### src/cts_pkg.sv
/*
  Shared constants and types for the change timestamp and schedule link.
  Assumes a 50 MHz reference clock and a 64-bit system time from a master.
*/
package cts_pkg;
  localparam int          CLK_HZ         = 50000000;
  localparam int          TIME_W         = 64;
  localparam int          POINTS         = 16;
  localparam int          SLOTS          = 4;
  localparam int          WINDOW_US      = 500;
  localparam int          WINDOW_CYC     = (WINDOW_US * (CLK_HZ / 1000000));
  localparam int          SPREAD_S       = 2;
  localparam logic [63:0] SPREAD_TICKS   = 64'h0000_0000_7735_9400;
  localparam logic [63:0] TIME_STEP      = 64'h0000_0000_0000_0014;
  localparam logic [63:0] TIME_RESET     = 64'h0000_0000_0000_0000;
  typedef logic [TIME_W-1:0] time_t;
  typedef logic [POINTS-1:0] pts_t;
endpackage

### src/cts_if.sv
/*
  Link between the module end and the controller end.
  Assumes both ends run on the same ref_clk.
*/
`timescale 1ns/1ps
interface cts_if;
  import cts_pkg::*;
  // Time master.
  logic  sync_valid;
  time_t sync_time;
  // Produced input reports, one broadcast for all consumers.
  logic  rpt_valid;
  pts_t  rpt_state;
  time_t rpt_stamp;
  // Configuration.
  logic  cfg_stamped;
  pts_t  cfg_change_en;
  // Scheduled output commands.
  logic  sch_valid;
  logic  [1:0] sch_slot;
  pts_t  sch_mask;
  pts_t  sch_value;
  time_t sch_time;
  logic  sch_ready;
  modport module_end (input sync_valid, sync_time, cfg_stamped,
    cfg_change_en, sch_valid, sch_slot, sch_mask, sch_value, sch_time,
    output rpt_valid, rpt_state, rpt_stamp, sch_ready);
  modport ctrl_end (output sync_valid, sync_time, cfg_stamped,
    cfg_change_en, sch_valid, sch_slot, sch_mask, sch_value, sch_time,
    input rpt_valid, rpt_state, rpt_stamp, sch_ready);
endinterface

### src/cts_module_end.sv
/*
  Module end: input change stamping, unsolicited reports, scheduled outputs.
  Assumes pins are asynchronous and the controller keeps its own duties.
*/
`timescale 1ns/1ps
module cts_module_end
  import cts_pkg::*;
#(
  parameter int WIN_CYC = WINDOW_CYC
) (
  // Clock and reset.
  input  wire logic          ref_clk,
  input  wire logic          rst,
  // Link.
  cts_if.module_end          lnk,
  // User side pins.
  input  wire cts_pkg::pts_t in_pins,
  output      cts_pkg::pts_t out_pins,
  output      cts_pkg::time_t local_time
);
  import cts_pkg::*;

  // The window counter is 16 bits and must close after the first change.
  if (WIN_CYC < 2 || WIN_CYC > 65535) begin : g_bad_window
    $error("Window length out of range.");
  end
  // Slot numbers on the link are two bits wide.
  if (SLOTS < 1 || SLOTS > 4) begin : g_bad_slots
    $error("Slot count out of range.");
  end

  pts_t  s1, s2, s3, state;
  time_t stamp;
  logic  [15:0] win_cnt;
  logic  win_open;
  pts_t  slot_mask [SLOTS];
  pts_t  slot_val  [SLOTS];
  time_t slot_time [SLOTS];
  logic  [SLOTS-1:0] slot_arm;
  pts_t  chg;
  logic  fresh;
  pts_t  settled;
  pts_t  next_out_pins;
  logic  [SLOTS-1:0] due;
  logic  take;

  // Takes the masked bits from new_bits and the others from old_bits.
  function automatic pts_t merge_bits(input pts_t old_bits,
                                      input pts_t new_bits,
                                      input pts_t mask);
    merge_bits = (old_bits & ~mask) | (new_bits & mask);
  endfunction

  // An enabled point has changed once its settled level differs from its state.
  assign settled = ~(s2 ^ s3);
  assign chg     = (s2 ^ state) & settled & lnk.cfg_change_en;
  assign fresh   = |chg;
  assign take    = lnk.sch_valid && lnk.sch_ready;

  // Three stages; a level counts once stages two and three agree.
  always_ff @(posedge ref_clk or posedge rst) begin
    if (rst) begin
      s1 <= '0;
      s2 <= '0;
      s3 <= '0;
    end else begin
      s1 <= in_pins;
      s2 <= s1;
      s3 <= s2;
    end
  end

  // Local time follows the master but never steps back.
  always_ff @(posedge ref_clk or posedge rst) begin
    if (rst) begin
      local_time <= TIME_RESET;
    end else if (lnk.sync_valid && lnk.sync_time > local_time) begin
      local_time <= lnk.sync_time;
    end else begin
      local_time <= local_time + TIME_STEP;
    end
  end

  // Debounced point state, tracking all points.
  always_ff @(posedge ref_clk or posedge rst) begin
    if (rst) begin
      state <= '0;
    end else begin
      state <= merge_bits(state, s2, settled);
    end
  end

  // Changes inside the window reuse the open stamp.
  always_ff @(posedge ref_clk or posedge rst) begin
    if (rst) begin
      win_cnt  <= '0;
      win_open <= 1'b0;
      stamp    <= TIME_RESET;
    end else if (fresh && !win_open) begin
      win_cnt  <= 16'(WIN_CYC - 1);
      win_open <= 1'b1;
      stamp    <= local_time;
    end else if (win_open) begin
      win_cnt  <= win_cnt - 16'h0001;
      win_open <= (win_cnt > 16'h0001);
    end
  end

  // Unsolicited broadcast report with a single stamp.
  always_ff @(posedge ref_clk or posedge rst) begin
    if (rst) begin
      lnk.rpt_valid <= 1'b0;
      lnk.rpt_state <= '0;
      lnk.rpt_stamp <= TIME_RESET;
    end else begin
      lnk.rpt_valid <= fresh;
      if (fresh) begin
        lnk.rpt_state <= merge_bits(state, s2, chg);
        lnk.rpt_stamp <= !lnk.cfg_stamped ? TIME_RESET :
                         (win_open ? stamp : local_time);
      end
    end
  end

  // Ready rises at the first edge after reset; commands are taken from the next edge on.
  always_ff @(posedge ref_clk or posedge rst) begin
    if (rst) begin
      lnk.sch_ready <= 1'b0;
    end else begin
      lnk.sch_ready <= 1'b1;
    end
  end

  // A slot is due once local time has reached its scheduled time.
  always_comb begin
    due = '0;
    for (int i = 0; i < SLOTS; i++) begin
      due[i] = slot_arm[i] && (local_time >= slot_time[i]);
    end
  end

  // Every due slot applies its bits in slot order, so the highest due slot wins on shared bits.
  always_comb begin
    next_out_pins = out_pins;
    for (int i = 0; i < SLOTS; i++) begin
      if (due[i]) begin
        next_out_pins = merge_bits(next_out_pins, slot_val[i],
                                   slot_mask[i]);
      end
    end
  end

  // Outputs come straight from this register.
  always_ff @(posedge ref_clk or posedge rst) begin
    if (rst) begin
      out_pins <= '0;
    end else begin
      out_pins <= next_out_pins;
    end
  end

  // Each accepted command overwrites the contents of its slot.
  always_ff @(posedge ref_clk or posedge rst) begin
    if (rst) begin
      for (int i = 0; i < SLOTS; i++) begin
        slot_mask[i] <= '0;
        slot_val[i]  <= '0;
        slot_time[i] <= TIME_RESET;
      end
    end else if (take) begin
      slot_mask[lnk.sch_slot] <= lnk.sch_mask;
      slot_val[lnk.sch_slot]  <= lnk.sch_value;
      slot_time[lnk.sch_slot] <= lnk.sch_time;
    end
  end

  // A slot disarms when it fires; a new command for it rearms it.
  always_ff @(posedge ref_clk or posedge rst) begin
    if (rst) begin
      slot_arm <= '0;
    end else begin
      for (int i = 0; i < SLOTS; i++) begin
        if (take && lnk.sch_slot == 2'(i)) begin
          slot_arm[i] <= 1'b1;
        end else if (due[i]) begin
          slot_arm[i] <= 1'b0;
        end
      end
    end
  end
endmodule

### src/flat_wrapper.sv
// flat-port wrapper written by rule: the top's interface ports become plain ports
module cts_module_end_flat import cts_pkg::*;
#(
  parameter int WIN_CYC = WINDOW_CYC
)
  (ref_clk, rst, in_pins, out_pins, local_time, lnk_sync_valid, lnk_sync_time, lnk_cfg_stamped, lnk_cfg_change_en, lnk_sch_valid, lnk_sch_slot, lnk_sch_mask, lnk_sch_value, lnk_sch_time, lnk_rpt_valid, lnk_rpt_state, lnk_rpt_stamp, lnk_sch_ready);
  cts_if lnk_i ();
  input  wire logic ref_clk;
  input  wire logic rst;
  input  wire cts_pkg::pts_t in_pins;
  output      cts_pkg::pts_t out_pins;
  output      cts_pkg::time_t local_time;
  input wire logic [$bits(lnk_i.sync_valid)-1:0] lnk_sync_valid;
  input wire logic [$bits(lnk_i.sync_time)-1:0] lnk_sync_time;
  input wire logic [$bits(lnk_i.cfg_stamped)-1:0] lnk_cfg_stamped;
  input wire logic [$bits(lnk_i.cfg_change_en)-1:0] lnk_cfg_change_en;
  input wire logic [$bits(lnk_i.sch_valid)-1:0] lnk_sch_valid;
  input wire logic [$bits(lnk_i.sch_slot)-1:0] lnk_sch_slot;
  input wire logic [$bits(lnk_i.sch_mask)-1:0] lnk_sch_mask;
  input wire logic [$bits(lnk_i.sch_value)-1:0] lnk_sch_value;
  input wire logic [$bits(lnk_i.sch_time)-1:0] lnk_sch_time;
  output wire logic [$bits(lnk_i.rpt_valid)-1:0] lnk_rpt_valid;
  output wire logic [$bits(lnk_i.rpt_state)-1:0] lnk_rpt_state;
  output wire logic [$bits(lnk_i.rpt_stamp)-1:0] lnk_rpt_stamp;
  output wire logic [$bits(lnk_i.sch_ready)-1:0] lnk_sch_ready;
  assign lnk_i.sync_valid = lnk_sync_valid;
  assign lnk_i.sync_time = lnk_sync_time;
  assign lnk_i.cfg_stamped = lnk_cfg_stamped;
  assign lnk_i.cfg_change_en = lnk_cfg_change_en;
  assign lnk_i.sch_valid = lnk_sch_valid;
  assign lnk_i.sch_slot = lnk_sch_slot;
  assign lnk_i.sch_mask = lnk_sch_mask;
  assign lnk_i.sch_value = lnk_sch_value;
  assign lnk_i.sch_time = lnk_sch_time;
  assign lnk_rpt_valid = lnk_i.rpt_valid;
  assign lnk_rpt_state = lnk_i.rpt_state;
  assign lnk_rpt_stamp = lnk_i.rpt_stamp;
  assign lnk_sch_ready = lnk_i.sch_ready;
  cts_module_end #(.WIN_CYC(WIN_CYC)) u_core (.ref_clk(ref_clk), .rst(rst), .lnk(lnk_i), .in_pins(in_pins), .out_pins(out_pins), .local_time(local_time));
endmodule
### config.mk
export PLATFORM = sky130hd
export DESIGN_NAME = cts_module_end_flat
export DESIGN_NICKNAME = d
export VERILOG_FILES = /design/src/cts_pkg.sv /design/src/cts_if.sv /design/src/cts_module_end.sv /design/src/flat_wrapper.sv
export SDC_FILE = /design/constraint.sdc
export NUM_CORES = 2
export LEC_CHECK = 0
export BUFFER_PORTS_ARGS = -buffer_cell sky130_fd_sc_hd__buf_2
export CAP_MARGIN = 10
export CORE_MARGIN = 2
export CORE_UTILIZATION = 50
export CTS_CLUSTER_SIZE = 8
export DETAILED_ROUTE_END_ITERATION = 8
export PLACE_DENSITY = 0.69
export SETUP_SLACK_MARGIN = 0.15
export SYNTH_ARGS = -nofsm -noshare
export SYNTH_HDL_FRONTEND = slang
export SYNTH_SLANG_ARGS = --single-unit
### constraint.sdc
create_clock -name ref_clk -period 31.2 [get_ports ref_clk]
set_input_delay 6.24 -clock ref_clk [delete_from_list [all_inputs] [get_ports ref_clk]]
set_output_delay 6.24 -clock ref_clk [all_outputs]
set_load 0.02 [all_outputs]
=== Yosys cells after proc, flatten, opt, wreduce, memory -nomap -nowiden ===
Index checks and enable logic that the tools add are counted.

* Output and inout port bits: 162
* Input bits: 199
* Word-level logic and storage cells: 118
* Register bits after elaboration: 695

* Add/sub/neg operators: 2
* Muxes and demuxes: 26
* Eq/ne operators: 3
* Bitwise logic cells: 30
* Reductions and logical operators: 20
* Order comparisons: 8

{| class="wikitable"
|+ Operators with widths
! operator !! count
|-
| bitwise mux 256 bit || 1
|-
| greater-or-equal comparator 64 bit || 4
|-
| 2-to-1 mux 64 bit || 4
|-
| bitwise AND 16 bit || 14
|-
| bitwise mux 64 bit || 2
|-
| demux 64 bit (select 2 bit) || 1
|-
| 2-to-1 mux 16 bit || 7
|-
| inverter 16 bit || 7
|-
| OR 16 bit || 6
|-
| adder 64 x 5 -> 64 bit, second input constant || 1
|-
| greater-than comparator 64 bit || 1
|-
| demux 16 bit (select 2 bit) || 1
|-
| bitwise XOR 16 bit || 2
|-
| greater-than comparator 16 x 1 -> 1 bit, second input constant || 1
|-
| OR reduction 16 bit || 1
|-
| subtractor 16 x 1 -> 16 bit, second input constant || 1
|-
| logical AND 1 bit || 12
|-
| 2-to-1 mux 1 bit || 10
|-
| nonzero test 2 bit || 5
|-
| == test 2 bit, second input constant || 2
|-
| greater-or-equal comparator 3 bit, second input constant || 1
|-
| less-than comparator 3 x 1 -> 1 bit, second input constant || 1
|-
| inverter 2 -> 3 bit || 1
|-
| == test 2 x 1 -> 1 bit, second input constant || 1
|-
| other kinds (2) || 2
|}

=== Longest topological paths before layout ===
* Word-level depth: 13
* Mapped depth: 12
* Depth with buffers taken out: 10

=== Worst setup path before layout ===
Ideal clock, no wire load.

* Path kind: input port to flip-flop
* Start: in lnk_sync_time[59]
* End: reg u_core.local_time[54]
* Setup slack: 22372 ps
* Data required time: 31075 ps
* Buffers on the path: 1
* Arrival: 8704 ps
* Setup time: 125 ps
* Stages on the path: 10
* Cells stage by stage: ha_1 nand4_1 nor3_1 and3_1 nand4b_1 o21ai_0 a311oi_1 a31oi_1 clkbuf_1 mux2_2

* Word-level cells in the longest chain between the ends: 3

{| class="wikitable"
|+ Ends and longest elaborated chain
! element !! RTL line !! source
|-
| start, declared || flat_wrapper.sv:14 || <nowiki>input wire logic [$bits(lnk_i.sync_time)-1:0] lnk_sync_time;</nowiki>
|-
| greater-than comparator 64 bit || cts_module_end.sv:77 || <nowiki>end else if (lnk.sync_valid && lnk.sync_time > local_time) begin</nowiki>
|-
| logical AND 1 bit || cts_module_end.sv:77 ||
|-
| 2-to-1 mux 64 bit || cts_module_end.sv:77 ||
|-
| end signal, assigned || cts_module_end.sv:78 || <nowiki>local_time <= lnk.sync_time;</nowiki>
|-
| end signal, assigned || cts_module_end.sv:80 || <nowiki>local_time <= local_time + TIME_STEP;</nowiki>
|-
| end, declared || cts_module_end.sv:19 || <nowiki>output cts_pkg::time_t local_time</nowiki>
|}

Every way passes these cells.
A chain may end at the register's enable or synchronous reset.

=== Final worst setup path ===
* Start: in lnk_sync_time[59]
* End: reg u_core.local_time[48]

Same word-level chain as after synthesis.

==> impl_metrics.ini <==
[setup_path]
cp-start-kind = input pin
r2r-start = u_core.local_time[57]$_DFF_PP0_
critPathCaptureType = flip-flop
startpoint = lnk_sync_time[59]
cp.required_ps = 31710
critPathMaxFanout = 36
r2r-end = u_core.out_pins[10]$_DFF_PP0_
r2r_slack_ps = 26340
reg2reg_depth = 10
endpoint = u_core.local_time[48]$_DFF_PP0_
cp.arrival_ps = 10100
worst-setup-path-type = input pin to flip-flop

[finish]
multi_input_area_sq_mm = 0.0177
final_util_pct = 58.1
design_area_sq_mm = 0.0424
final_cell_mix = dfrtp_1 (694), nand2_1 (494), mux2_2 (384), o21ai_0 (361), buf_2 (360)
fill_cells = 6271
area_delta_synth_final_pct = 15.1
layout.nets = 4506
final_common_cell = dfrtp_1
register_area_sq_mm = 0.0174
drive_above_1_share_pct = 23.5

[flow_run]
maxCapViolCount = 0

[sta]
relSlewSlack_pct = 11.7
timing.final.crit_period_ps = 9590
worst_pin_slew_ps = 1330
whs_ps = 344
skew_ps = 29.5
fin_setup_tns_ps = 0
hold_viol = 0
finalSetupViolCount = 0
fmax_mhz = 104
drv_slew = 0
layout_setup_ws_ps = 21610
rsz0062_at_grt = no
period_share_pct = 30.7

[yosys]
async_flop_share_pct = 100
yosysSeqAreaShare_pct = 47.2
synth_area_leader_cell = dfrtp_1
synth_edf_count = 0
synth.cell_area_sq_mm = 0.0368
synth_area_leaders = dfrtp_1 (47%), mux2_2 (12%), ha_1 (11%)
yosysWarningCount = 0
synthFlopType = dfrtp_1
synth.distinct_cells = 71
syn_inst = 3615
syn_avg_cell_area_sq_um = 10.2
synth_fp_nets = 4137
netlist.area_leader.share_pct = 47.2
ys_seq_elements = 695

[outcome]
status = completed

[route]
drt-wirelength-per-cell_microns = 20.6
drt_iter0_drc = 1916
drtPass1Iterations = 6
viasPerCell = 5.71
wirelength_mm = 102
vias = 28365
drc = 0
ant_nets = 0

[global_route]
grt_pass1_wl_mm = 158
overflow = 0
grt_max_degree = 165
grt_antenna_before_repair = 34
track_usage_pct = 26.9
grt_pass1_vias = 27986

[die]
num_io_pins = 361
die_w_microns = 275
core_sq_mm = 0.0730
die_y_microns = 275
row_count = 99
initial_utilization_pct = 50.5
die_area_sq_mm = 0.0758

[clocking]
clkSlewWorstSetupHoldPaths_ps = 50
cts_resized = 0
clockBufferDepth = 3
worstSkewPairLatency_ps = 650
cts.htree.levels = 3
numCtsBuffers = 97
cts_hold_buf = 0
cts.sinks = 695
clockRootBuffer = clkbuf_16
cts_setup_buffers = 0
cts_tree = built

[placement]
dpl-instance-area_sq_mm = 0.0398
port_buffers = 360
routabilityCongestion = 0.917
dpl_worst_slack_ps = 20940
hpwlAfterDp_mm = 71.9

[power]
pwr_density_cell_mw_per_mm2 = 86.5
leakage_uw = 0.0199
ir_drop_uv = 67.8

[min_path]
worst_hold_path_type = flip-flop to flip-flop
worst min-delay path by stage:
| stage | start | endpoint | cells after the start |
|---|---|---|---|
| finish | u_core.s1[6]$_DFF_PP0_ | u_core.s2[6]$_DFF_PP0_ | 0 |
| global route | u_core.s1[6]$_DFF_PP0_ | u_core.s2[6]$_DFF_PP0_ | 0 |
| CTS | u_core.s1[7]$_DFF_PP0_ | u_core.s2[7]$_DFF_PP0_ | 0 |
| detailed placement | u_core.s1[2]$_DFF_PP0_ | u_core.s2[2]$_DFF_PP0_ | 0 |
| global placement | u_core.s1[5]$_DFF_PP0_ | u_core.s2[5]$_DFF_PP0_ | 0 |
| floorplan | u_core.s1[0]$_DFF_PP0_ | u_core.s2[0]$_DFF_PP0_ | 0 |
layout make-up:
type                       instances  area share [%]
tap                              959            2.83
inverter                         335            2.99
sequential                       695            41.1
timing repair buffer             409            5.15
clock buffer                     104            5.86
antenna                           15          0.0886
multi-input combinational       2446            41.8
clock inverter                     6           0.186
synth_stat cells, types with 4 or more instances:
| cell | number |
|---|---|
| xnor2_1 | 61 |
| o22ai_1 | 18 |
| buf_1 | 15 |
| a31oi_1 | 5 |
| a221oi_1 | 23 |
| a211oi_1 | 19 |
| inv_1 | 334 |
| nand2b_1 | 24 |
| o21ai_0 | 361 |
| and4_1 | 13 |
| nor2b_1 | 4 |
| or3b_2 | 9 |
| nand4_1 | 68 |
| nand3b_1 | 16 |
| nand2_1 | 495 |
| nor2_1 | 75 |
| a2111oi_0 | 6 |
| a21boi_0 | 6 |
| or2_2 | 4 |
| nand3_1 | 81 |
| mux2_2 | 384 |
| clkbuf_1 | 124 |
| nor3b_1 | 4 |
| dfrtp_1 | 695 |
| a32oi_1 | 16 |
| o21a_1 | 10 |
| and3_1 | 7 |
| nor4_1 | 15 |
| a21o_1 | 22 |
| a221o_1 | 18 |
| ha_1 | 323 |
| a22oi_1 | 6 |
| and2_1 | 4 |
| a21oi_1 | 188 |
| o31ai_1 | 22 |
| o211ai_1 | 24 |
| nor3_1 | 64 |
critical path, cell delays in order:
cell	delay (ps)
buf_2	100
ha_1	300
nand4_1	120
nor3_1	660
and3_1	310
nand4b_1	130
o21ai_0	180
a311oi_1	100
a31oi_4	910
buf_4	600
mux2_2	390
layer usage:
| layer | vias to the layer above | track usage (%) | part of all wire [%] |
|---|---|---|---|
| met3 | 237 | 5.82 | 7.1 |
| met4 | 36 | 10.8 | 3.6 |
| li1 | 13457 | - | - |
| met1 | 13844 | 36.0 | 43 |
| met2 | 791 | 42.7 | 46 |
| met5 | - | 0 | 0.23 |
report_power, final:
group	leakage, uW	switching (uW)	internal, uW	total [uW]
Sequential	0.00846	236	1110	1340
Clock	0.00126	382	554	936
Combinational	0.0101	819	567	1390
registers in the layout, summed over array words and instances (netlist names), 4 cells and up, named ones only:
register	flops
u_core.slot_time	256
u_core.lnk.rpt_stamp	64
u_core.local_time	64
u_core.slot_mask	64
u_core.slot_val	64
u_core.stamp	64
u_core.lnk.rpt_state	16
u_core.out_pins	16
u_core.s1	16
u_core.s2	16
u_core.s3	16
u_core.win_cnt	16
u_core.slot_arm	4
cells by family after synthesis:
kind of cell / after synthesis / synth area share (%)
compound gates: 774 / 12.4
mux: 385 / 11.8
xor+xnor: 61 / 1.45
fa+ha+maj: 323 / 11.0
simple gates: 902 / 11.4
buf+inv: 474 / 4.83
other cells: 1 / 0.0102
flops: 695 / 47.2
metrics by stage:
step / total power (uW) / cells
CTS: 3680 / 4954
global route: 3910 / 4965
detailed placement: 2720 / 4844
global placement: 2670 / 4844
floorplan: 2200 / 3615
finish: 3660 / 4969
Power figures use the tool's default switching activity.
